==> src/verilog/nvm_protection_regs.svh <==
// Purpose : offsets, field positions, blank values and decode constants of the
//           protection configuration words
// Assumes : included by bare name; definitions only
// Notes   : the blank (erased) state of every configuration bit is 1
`ifndef NVM_PROTECTION_REGS_SVH
`define NVM_PROTECTION_REGS_SVH

// configuration word addresses in the configuration space
`define CFG_ADDR_W          22
`define CFG_WORD_LOW_ADDR   22'h300006
`define CFG_WORD_HIGH_ADDR  22'h300007

// low word field positions
`define LOW_APP_WP_BIT      7
`define LOW_SA_EN_BIT       4
`define LOW_BB_EN_BIT       3
`define LOW_BB_SIZE_HI      2
`define LOW_BB_SIZE_LO      0

// high word field positions
`define HIGH_LV_PROG_BIT    5
`define HIGH_SA_WP_BIT      3
`define HIGH_EE_WP_BIT      2
`define HIGH_CFG_WP_BIT     1
`define HIGH_BB_WP_BIT      0

// blank values and the bits that always read as 1
`define CFG_BLANK_BYTE      8'hFF
`define LOW_UNIMPL_MASK     8'h60
`define HIGH_UNIMPL_MASK    8'hD0
`define UNMAPPED_READ       8'hFF

// boot block size decode: code 111 is 2^9 words, each lower code doubles down to 001; 000 equals 001
`define BB_SIZE_MAX_CODE    3'h7
`define BB_MIN_LOG2         5'h09
`define BB_TOP_LOG2         5'h0F
`define BB_WORDS_W          16
`define PROG_WORDS_LOG2_DEF 15

`endif

==> src/verilog/nvm_protection_pkg.sv <==
// Purpose : types and shared decoding for the protection configuration words
// Assumes : nvm_protection_regs.svh supplies the addresses
// Notes   : word select encoding is gray along none -> low -> high
`default_nettype none
`include "nvm_protection_regs.svh"

package nvm_protection_pkg;

    // which configuration word an access targets
    typedef enum logic [1:0] {
        CFG_NONE = 2'h0,
        CFG_LOW  = 2'h1,
        CFG_HIGH = 2'h3
    } cfg_sel_t;

    typedef logic [`CFG_ADDR_W-1:0] cfg_addr_t;
    typedef logic [7:0]             cfg_byte_t;

    // address decode shared by the write and read paths
    function automatic cfg_sel_t decode_cfg_addr(input cfg_addr_t addr);
        cfg_sel_t sel;
        sel = CFG_NONE;
        if (addr == `CFG_WORD_LOW_ADDR) begin
            sel = CFG_LOW;
        end else if (addr == `CFG_WORD_HIGH_ADDR) begin
            sel = CFG_HIGH;
        end
        return sel;
    endfunction : decode_cfg_addr

endpackage : nvm_protection_pkg
`default_nettype wire

==> src/verilog/boot_block_decode.sv <==
// Purpose : turn the boot block enable and size code into a word count
// Assumes : combinational; caller registers the results
// Notes   : size is clipped to half of user program memory
`timescale 1ns/1ps
`default_nettype none
`include "nvm_protection_regs.svh"

module boot_block_decode #(
    parameter int PROG_WORDS_LOG2 = `PROG_WORDS_LOG2_DEF  // log2 of user program words
) (
    input  wire logic                     enable_n,     // 0 = boot block present
    input  wire logic [2:0]               size_sel,     // raw size code
    output logic      [`BB_WORDS_W-1:0]   words,        // decoded size, 0 if absent
    output logic      [`BB_WORDS_W-1:0]   last_addr     // last word address of block
);
    import nvm_protection_pkg::*;

    // half of program memory, as a log2 of words
    localparam logic [4:0] HALF_LOG2 = 5'(PROG_WORDS_LOG2 - 1);

    logic [4:0] code_log2;   // log2 selected by the code alone
    logic [4:0] eff_log2;    // after the half-memory clip

    // each step down in code doubles the block; 001 and 000 both top out
    always_comb begin
        if (size_sel <= 3'h1) begin
            code_log2 = `BB_TOP_LOG2;
        end else begin
            code_log2 = `BB_MIN_LOG2 + 5'(`BB_SIZE_MAX_CODE - size_sel);
        end
        eff_log2 = (code_log2 > HALF_LOG2) ? HALF_LOG2 : code_log2;
    end

    // absent block decodes to zero words regardless of the code
    always_comb begin
        if (enable_n) begin
            words     = '0;
            last_addr = '0;
        end else begin
            words     = `BB_WORDS_W'(1) << eff_log2;
            last_addr = words - `BB_WORDS_W'(1);
        end
    end

endmodule : boot_block_decode
`default_nettype wire

==> src/verilog/nvm_protection_config.sv <==
// Purpose : non-volatile protection configuration words: storage, sticky
//           write behaviour, bulk erase and decoded protection outputs
// Assumes : programming controller drives the access port on clk; single clock
// Notes   : outputs are all registered and so lag a write by one cycle
//
// Notes on behaviour
// - protection bits only clear; erase restores them
// - size code frozen once boot block enabled
// - enable low; disabled block decodes zero size
// - code 111 512 words, doubling, 001/000 32768
// - boot block clipped to half program memory
// - storage area enable bit is active low
// - write protect bits active low per region
// - storage area protect absent or needs enable
// - eeprom protect unimplemented without data eeprom
// - boot protect applies only with boot block
// - low voltage bit 1 forces reset pin function
// - low voltage bit not clearable from LV interface
// - unimplemented bits read back as ones
`timescale 1ns/1ps
`default_nettype none
`include "nvm_protection_regs.svh"

module nvm_protection_config #(
    parameter int PROG_WORDS_LOG2  = `PROG_WORDS_LOG2_DEF, // log2 of user program words
    parameter bit HAS_STORAGE_AREA = 1'b1,                 // storage area flash fitted
    parameter bit HAS_EEPROM       = 1'b1                  // data eeprom fitted
) (
    input  wire logic                          clk,
    input  wire logic                          srst,
    // configuration access port
    input  wire logic                          cfg_wr,          // write strobe
    input  wire logic                          cfg_rd,          // read strobe
    input  wire nvm_protection_pkg::cfg_addr_t cfg_addr,        // word address
    input  wire nvm_protection_pkg::cfg_byte_t cfg_wdata,       // write data
    input  wire logic                          cfg_self_write,  // access from firmware
    input  wire logic                          bulk_erase,      // erase pulse
    input  wire logic                          lv_prog_active,  // LV interface in use
    input  wire logic                          reset_pin_enable,// reset pin setting
    output nvm_protection_pkg::cfg_byte_t      cfg_rdata,       // read data
    output logic                               cfg_rvalid,      // read data valid
    output logic                               cfg_wr_refused,  // write blocked
    // decoded protection state
    output logic                               boot_block_enable_n,
    output logic [2:0]                         boot_block_size_sel,
    output logic [`BB_WORDS_W-1:0]             boot_block_words,
    output logic [`BB_WORDS_W-1:0]             boot_block_last_addr,
    output logic                               storage_area_enable_n,
    output logic                               app_block_write_protect_n,
    output logic                               storage_area_write_protect_n,
    output logic                               eeprom_write_protect_n,
    output logic                               config_write_protect_n,
    output logic                               boot_block_write_protect_n,
    output logic                               low_volt_prog_enable,
    output logic                               reset_pin_active
);
    import nvm_protection_pkg::*;

    // stored configuration bits, blank = 1
    logic       app_wp_n;      // application block protect
    logic       sa_en_n;       // storage area enable
    logic       bb_en_n;       // boot block enable
    logic [2:0] bb_size;       // boot block size code
    logic       lv_prog_en;    // low voltage programming enable
    logic       sa_wp_n;       // storage area protect
    logic       ee_wp_n;       // eeprom protect
    logic       cfg_wp_n;      // configuration protect
    logic       bb_wp_n;       // boot block protect

    cfg_sel_t   wr_sel;        // word targeted by a write
    cfg_sel_t   rd_sel;        // word targeted by a read
    logic       wr_locked;     // firmware write into protected config space
    logic       lv_clear_try;  // attempt to drop low voltage mode from LV
    logic       wr_low;        // accepted write of the low word
    logic       wr_high;       // accepted write of the high word

    logic [`BB_WORDS_W-1:0] dec_words;  // decoded boot block size
    logic [`BB_WORDS_W-1:0] dec_last;   // decoded last address

    // a configuration protect only guards against firmware self-writes;
    // an external programmer is expected to erase first instead
    always_comb begin
        wr_sel        = decode_cfg_addr(cfg_addr);
        rd_sel        = decode_cfg_addr(cfg_addr);
        wr_locked     = cfg_self_write && !cfg_wp_n;
        lv_clear_try  = (wr_sel == CFG_HIGH) && lv_prog_active
                        && !cfg_wdata[`HIGH_LV_PROG_BIT];
        wr_low        = cfg_wr && !bulk_erase && !wr_locked && (wr_sel == CFG_LOW);
        wr_high       = cfg_wr && !bulk_erase && !wr_locked && (wr_sel == CFG_HIGH);
    end

    // low word: protection bits can only go from 1 to 0; erase wins over a write
    always_ff @(posedge clk) begin
        if (srst || bulk_erase) begin
            app_wp_n <= 1'b1;
            sa_en_n  <= 1'b1;
            bb_en_n  <= 1'b1;
            bb_size  <= 3'h7;
        end else if (wr_low) begin
            app_wp_n <= app_wp_n & cfg_wdata[`LOW_APP_WP_BIT];
            sa_en_n  <= sa_en_n & cfg_wdata[`LOW_SA_EN_BIT];
            bb_en_n  <= bb_en_n  & cfg_wdata[`LOW_BB_EN_BIT];
            // size follows the write only while the block is still disabled
            if (bb_en_n) begin
                bb_size <= cfg_wdata[`LOW_BB_SIZE_HI:`LOW_BB_SIZE_LO];
            end
        end
    end

    // high word: same sticky behaviour, with variant-absent bits held at 1
    always_ff @(posedge clk) begin
        if (srst || bulk_erase) begin
            lv_prog_en <= 1'b1;
            sa_wp_n  <= 1'b1;
            ee_wp_n  <= 1'b1;
            cfg_wp_n <= 1'b1;
            bb_wp_n  <= 1'b1;
        end else if (wr_high) begin
            // LV interface may never clear its own enable
            if (!lv_clear_try) begin
                lv_prog_en <= lv_prog_en & cfg_wdata[`HIGH_LV_PROG_BIT];
            end
            sa_wp_n  <= HAS_STORAGE_AREA ? (sa_wp_n & cfg_wdata[`HIGH_SA_WP_BIT])
                                         : 1'b1;
            ee_wp_n  <= HAS_EEPROM ? (ee_wp_n & cfg_wdata[`HIGH_EE_WP_BIT])
                                   : 1'b1;
            cfg_wp_n <= cfg_wp_n & cfg_wdata[`HIGH_CFG_WP_BIT];
            bb_wp_n  <= bb_wp_n  & cfg_wdata[`HIGH_BB_WP_BIT];
        end
    end

    // refused writes: locked config space or a blocked LV clear
    always_ff @(posedge clk) begin
        if (srst) begin
            cfg_wr_refused <= 1'b0;
        end else begin
            cfg_wr_refused <= cfg_wr && !bulk_erase && (wr_sel != CFG_NONE)
                              && (wr_locked || lv_clear_try);
        end
    end

    // read path: one cycle latency, unimplemented bits forced to 1
    always_ff @(posedge clk) begin
        if (srst) begin
            cfg_rdata  <= `UNMAPPED_READ;
            cfg_rvalid <= 1'b0;
        end else begin
            cfg_rvalid <= cfg_rd;
            // data moves only on a read, so a slow reader can still take it
            if (cfg_rd) begin
                case (rd_sel)
                    CFG_LOW: begin
                        cfg_rdata <= `LOW_UNIMPL_MASK
                                     | {app_wp_n, 2'h0, sa_en_n, bb_en_n, bb_size};
                    end
                    CFG_HIGH: begin
                        cfg_rdata <= `HIGH_UNIMPL_MASK
                                     | {2'h0, lv_prog_en, 1'b0, sa_wp_n, ee_wp_n,
                                        cfg_wp_n, bb_wp_n};
                    end
                    default: begin
                        cfg_rdata <= `UNMAPPED_READ;  // unmapped reads like blank
                    end
                endcase
            end
        end
    end

    // boot block size decode lives apart so its table stays readable
    boot_block_decode #(
        .PROG_WORDS_LOG2 (PROG_WORDS_LOG2)
    ) u_bb_decode (
        .enable_n  (bb_en_n),
        .size_sel  (bb_size),
        .words     (dec_words),
        .last_addr (dec_last)
    );

    // boot block outputs, registered from the decode
    always_ff @(posedge clk) begin
        if (srst) begin
            boot_block_enable_n  <= 1'b1;
            boot_block_size_sel  <= 3'h7;
            boot_block_words     <= '0;
            boot_block_last_addr <= '0;
        end else begin
            boot_block_enable_n  <= bb_en_n;
            boot_block_size_sel  <= bb_size;
            boot_block_words     <= dec_words;
            boot_block_last_addr <= dec_last;
        end
    end

    // effective region protections; a bit with no region behind it reads
    // back as stored but never protects anything
    always_ff @(posedge clk) begin
        if (srst) begin
            storage_area_enable_n        <= 1'b1;
            app_block_write_protect_n    <= 1'b1;
            storage_area_write_protect_n <= 1'b1;
            eeprom_write_protect_n       <= 1'b1;
            config_write_protect_n       <= 1'b1;
            boot_block_write_protect_n   <= 1'b1;
        end else begin
            storage_area_enable_n        <= HAS_STORAGE_AREA ? sa_en_n : 1'b1;
            app_block_write_protect_n    <= app_wp_n;
            storage_area_write_protect_n <= sa_wp_n | sa_en_n
                                            | !HAS_STORAGE_AREA;
            eeprom_write_protect_n       <= ee_wp_n | !HAS_EEPROM;
            config_write_protect_n       <= cfg_wp_n;
            boot_block_write_protect_n   <= bb_wp_n | bb_en_n;
        end
    end

    // pin function: LV enable overrides the reset pin setting
    always_ff @(posedge clk) begin
        if (srst) begin
            low_volt_prog_enable <= 1'b1;
            reset_pin_active     <= 1'b1;
        end else begin
            low_volt_prog_enable <= lv_prog_en;
            reset_pin_active     <= lv_prog_en | reset_pin_enable;
        end
    end

endmodule : nvm_protection_config
`default_nettype wire

==> config.mk <==
export PLATFORM = sky130hd
export DESIGN_NAME = nvm_protection_config
export DESIGN_NICKNAME = d
export VERILOG_FILES = /design/src/verilog/nvm_protection_pkg.sv /design/src/verilog/boot_block_decode.sv /design/src/verilog/nvm_protection_config.sv
export VERILOG_INCLUDE_DIRS = /design/src /design/src/verilog
export SDC_FILE = /design/constraint.sdc
export NUM_CORES = 1
export LEC_CHECK = 0
export BUFFER_PORTS_ARGS = -buffer_cell sky130_fd_sc_hd__buf_2
export CAP_MARGIN = 15
export CORE_AREA = 2 2 68 86
export CTS_BUF_LIST = sky130_fd_sc_hd__clkbuf_8
export CTS_CLUSTER_SIZE = 30
export DETAILED_ROUTE_END_ITERATION = 10
export DIE_AREA = 0 0 70 88
export GPL_ROUTABILITY_DRIVEN = 0
export HOLD_SLACK_MARGIN = 0.15
export PLACE_DENSITY = 0.73
export REMOVE_ABC_BUFFERS = 1
export SLEW_MARGIN = 20
export SYNTH_ARGS = -nofsm -noshare
export SYNTH_HDL_FRONTEND = slang
export SYNTH_SLANG_ARGS = --single-unit
==> constraint.sdc <==
create_clock -name clk -period 2.6 [get_ports clk]
set_input_delay 0.13 -clock clk [delete_from_list [all_inputs] [get_ports clk]]
set_output_delay 0.13 -clock clk [all_outputs]
set_load 0.02 [all_outputs]
# Word level (Yosys, flattened, before mapping)
# Index checks and enable logic that the tools add are counted.
word_totals:
  regBits: 65
  in_bits: 38
  out_inout_bits: 54
op_classes:
  n_addsub: 3
  magnitude_cmp: 2
  n_eq_ne: 4
  shifts: 1
  mux: 5
  n_bitwise: 12
  reduce_logical: 19
op_table:
  columns: ["operator", "n"]
  rows:
  - ["$eq 22x22->1 const B", 2]
  - ["$pmux 8 s2", 1]
  - ["$shl 1x5->16 const A", 1]
  - ["$sub 16x1->16 const B", 1]
  - ["$mux 5", 2]
  - ["$logic_and 1x1->1", 9]
  - ["$and 1x1->1", 8]
  - ["$add 4x5->5 const A", 1]
  - ["$gt 5x4->1 const B", 1]
  - ["$logic_not 1->1", 4]
  - ["$mux 2", 2]
  - ["$reduce_and 2->1", 2]
  - ["$sub 3x3->4 const A", 1]
  - ["$le 3x1->1 const B", 1]
  - ["$or 1x1->1", 3]
  - ["$eq 2x1->1 const B", 1]
  - ["$eq 2x2->1 const B", 1]
  - ["$logic_or 1x1->1", 2]
  - ["$reduce_bool 2->1", 1]
  - ["$reduce_or 2->1", 1]
  - ["$not 1->1", 1]

# Logic depth before layout (Yosys ltp)
logic_depth:
  depth_word: 8
  depth_mapped: 8

# By module
# Synthesis repeated with hierarchy kept, for this count alone.
unflattened:
  hier_cells: 289
  hier_area_um2: 2766.4
modules_own_cells:
  columns: ["mod", "instances", "cells_each", "area_per_inst_um2", "seq_area_each_um2"]
  rows:
  - ["nvm_protection_config", 1, 201, 2134.5, 1281.2]
  - ["boot_block_decode", 1, 88, 631.9, 0.0]

# Worst setup path after synthesis
# Ideal clock, no wire load.
synth_path:
  path_type: "reg-to-reg"
  startpoint: "register bb_size[0]"
  endpoint: "register boot_block_last_addr[8]"
  setup_time_ns: 0.121
  t_arrival_ns: 1.760
  slack_ns: 0.719
  stages_incl_launch_ff: 9
  path_buffers: 1
  cell_sequence: "dfxtp_1 buf_4 inv_1 ha_1 ha_1 nor2_1 o21ai_2 nor3_1 mux2_2"
synth_via:
  elab_chain_len: 7
  word_cells_on_any_way: 8
synth_rtl:
  columns: ["element", "line_no", "rtl"]
  rows:
  - ["start, declared", "nvm_protection_config.sv:63", "logic [2:0] bb_size;"]
  - ["start signal, assigned", "nvm_protection_config.sv:105", "bb_size <= cfg_wdata[`LOW_BB_SIZE_HI:`LOW_BB_SIZE_LO];"]
  - ["$sub 3x3->4 (no line)", null, null]
  - ["$add 4x5->5 (no line)", null, null]
  - ["$mux 5 (*)", "boot_block_decode.sv:26", "if (size_sel <= 3'h1) begin"]
  - ["$gt 5x4->1", "boot_block_decode.sv:31", "eff_log2 = (code_log2 > HALF_LOG2) ? HALF_LOG2 : code_log2;"]
  - ["$mux 5 (*)", "boot_block_decode.sv:31", null]
  - ["$shl 1x5->16 (no line) (*)", null, null]
  - ["$sub 16x1->16 (*)", "boot_block_decode.sv:41", "last_addr = words - `BB_WORDS_W'(1);"]
  - ["end signal, assigned", "nvm_protection_config.sv:190", "boot_block_last_addr <= dec_last;"]
  - ["end, declared", "nvm_protection_config.sv:47", "output logic [`BB_WORDS_W-1:0] boot_block_last_addr,"]
# Every way passes the cells marked *; elsewhere a longest branch is shown, timed or not.
# A chain may end at the register's enable or synchronous reset.

# Worst setup path after layout
# Ends and elaborated chain as after synthesis.

==> impl_metrics.tcl <==
set metrics [dict create \
    skew_ps 3.67 \
    max-slew-margin-rel_pct 51.6 \
    end_kind "flop" \
    track_usage_pct 16.4 \
    synth_adder_area_share_pct 2.13 \
    hpwl_mm 3.33 \
    grt_antenna_before_repair 0 \
    netlist.area_leader.share_pct 54.6 \
    asyncSetResetFlopFracSynth_pct 0 \
    die-area_um2 6160 \
    ios 92 \
    crit_type "reg -> reg" \
    tightest_slew_ps 724 \
    cp-start-kind "flop" \
    numPortBuffers 89 \
    synth_area_leader_cell "dfxtp_1" \
    wl_per_cell_um 11.6 \
    clock_latency_ps 330 \
    synth.area.mux_share_pct 2.77 \
    synth_xor_area_share_pct 0 \
    cts_hold_buf 10 \
    final_nets 373 \
    ys.flop_type "dfxtp_1" \
    yosys_warnings 0 \
    drt_iter0_drc 47 \
    cts_buffer_depth 2 \
    rsz0062_at_grt "no" \
    clock.fmax_ghz 0.468 \
    grt_overflow 0 \
    area_delta_synth_final_pct 32.9 \
    ys_ff_latch 64 \
    clockRootBuffer "clkbuf_8" \
    synth_edf_count 0 \
    final_hold_viol_count 0 \
    viasPerCell 4.77 \
    first_global_vias 1792 \
    yosys.area_share.simple_pct 23.9 \
    fin_ws_ps 463 \
    setup_tns_ps 0 \
    synth_top_family_by_area "simple AND/OR/NAND/NOR gates" \
    period_share_pct 82.2 \
    setup_viol 0 \
    grt_pass1_wl_mm 7.88 \
    grt_start_max_net_pins 20 \
    pre_cts_ws_ps 498 \
    firstDrtPassIters 4 \
    max_cap_viol_count 0 \
    critPathArrivalTime_ps 2360 \
    drtAntennaViolNets 0 \
    n_antenna_cell 0 \
    leakagePower_nw 1.42 \
    syn_area_um2 2350 \
    seq_area_frac_synth_pct 54.6 \
    r2r_cells 7 \
    cp_max_fo 12 \
    n_fill_cell 464 \
    syn-instance-count 226 \
    layout_common_cells "buf_2 (89), dfxtp_1 (64), nor2_1 (26)" \
    synth.distinct_cells 48 \
    whs_path_depth 4 \
    min_to "bb_wp_n" \
    cts_resized 0 \
    numCtsBuffers 9 \
    status "completed" \
    peakVddDrop_mv 0.348 \
    hp-class "in -> reg" \
    synth_compound_area_share_pct 10.3 \
    min_period_ps 2140 \
    synthTopCellsByArea "dfxtp_1 (55%), nor2_1 (4.2%), or2_2 (3.2%), a21o_1 (2.6%), ha_1 (2.1%)" \
    core_um2 5330 \
    post-cts-setup-buffers 0 \
    hold_path_startpoint "cfg_wdata[0]" \
    remaining_drc_errors 0 \
    vias 1909 \
    r2r-end "boot_block_last_addr[8]" \
    die_width_um 70 \
    drive_above_1_share_pct 39.3 \
    clk_pin_slew_ps 70 \
    powerDensity_nw_per_um2 624 \
    required_ps 2820 \
    die_h_um 88 \
    timing.rr.start "bb_size[0]" \
    cts_tree "built" \
    rows 30 \
    cts.sinks 64 \
    start_util_pct 44.0 \
    final_max_slew_viol_count 0 \
    syn_avg_cell_area_um2 10.4 \
    h-tree-depth 3 \
    routed_wl_mm 4.63 \
    regToRegSetupSlack_ps 460 \
    layout_commonest_cell "buf_2" \
]
final cells by class:
class                   instances  area (um2)  area share (%)
well taps                      64        80.1            2.57
inverters                      10        40.0            1.28
repair buffers                 99         546            17.5
multi-input cells             147         963            30.9
flip-flops and latches         64        1280            41.1
clock inverters                 5        55.1            1.77
clock buffers                  11         151            4.86
cell usage after synthesis, drive strengths merged (6+ instances only):
library cell,count
and2,6
a21oi,8
dfxtp,64
nor2,26
nand4,8
or2,12
buf,10
a21o,8
inv,10
nor2b,7
o21ai,7
stage by stage:
step                      std cells  area, um2  hold slack, ps  power [mW]  util, %
after global placement          374       2810             313        1.09     52.7
after detailed placement        374       2810             315        1.10     52.7
after CTS                       400       3120             151        1.97     58.5
after global routing            400       3120             169        2.02     58.5
final                           400       3120             158        1.94     58.5
after floorplan                 221       2280             209        1.05        -
kinds of logic (layout without fill, tap and decap cells):
group                    after synthesis  in the layout
AND/OR/NAND/NOR                       92             92
flip-flops                            64             64
AO/OA/AOI/OAI                         33             33
buffers and inverters                 25            125
multiplexers                           6              6
adder cells (fa/ha/maj)                4              4
other                                  2             12
power by group:
| group | internal [mW] | switching [mW] |
|---|---|---|
| registers | 0.988 | 0.00174 |
| clock network | 0.491 | 0.368 |
| logic | 0.0463 | 0.0483 |
critical path: stages, from the launching register on:
cell and delay (ps):
dfxtp_1 560, inv_1 110, ha_1 220, ha_1 340
nor2_1 160, o21ai_2 100, nor3_1 180, mux2_2 350
how the worst max path moves through the flow:
stage,start,endpoint,slack [ps],cells after the start
global route,bb_size[0],boot_block_last_addr[8],270,7
finish,bb_size[0],boot_block_last_addr[8],460,7
detailed placement,bb_size[0],boot_block_last_addr[8],500,7
global placement,bb_size[0],boot_block_last_addr[8],500,7
floorplan,bb_size[0],boot_block_last_addr[8],670,7
CTS,bb_size[0],boot_block_last_addr[8],460,7
layer usage:
metal | routed length (um) | vias to the layer above | global-route usage (%)
li1 | - | 975 | -
met4 | 48 | 0 | 7.34
met1 | 1900 | 850 | 18.1
met3 | 397 | 5 | 5.64
met2 | 2280 | 79 | 28.7
met5 | 0 | - | 0
sequential cells by signal, indices dropped and copies added (netlist names), 3 cells and up:
signal                flops
boot_block_last_addr     16
boot_block_words         16
cfg_rdata                 7
bb_size                   3
boot_block_size_sel       3
Note: power is estimated with default switching activity, not from simulation.
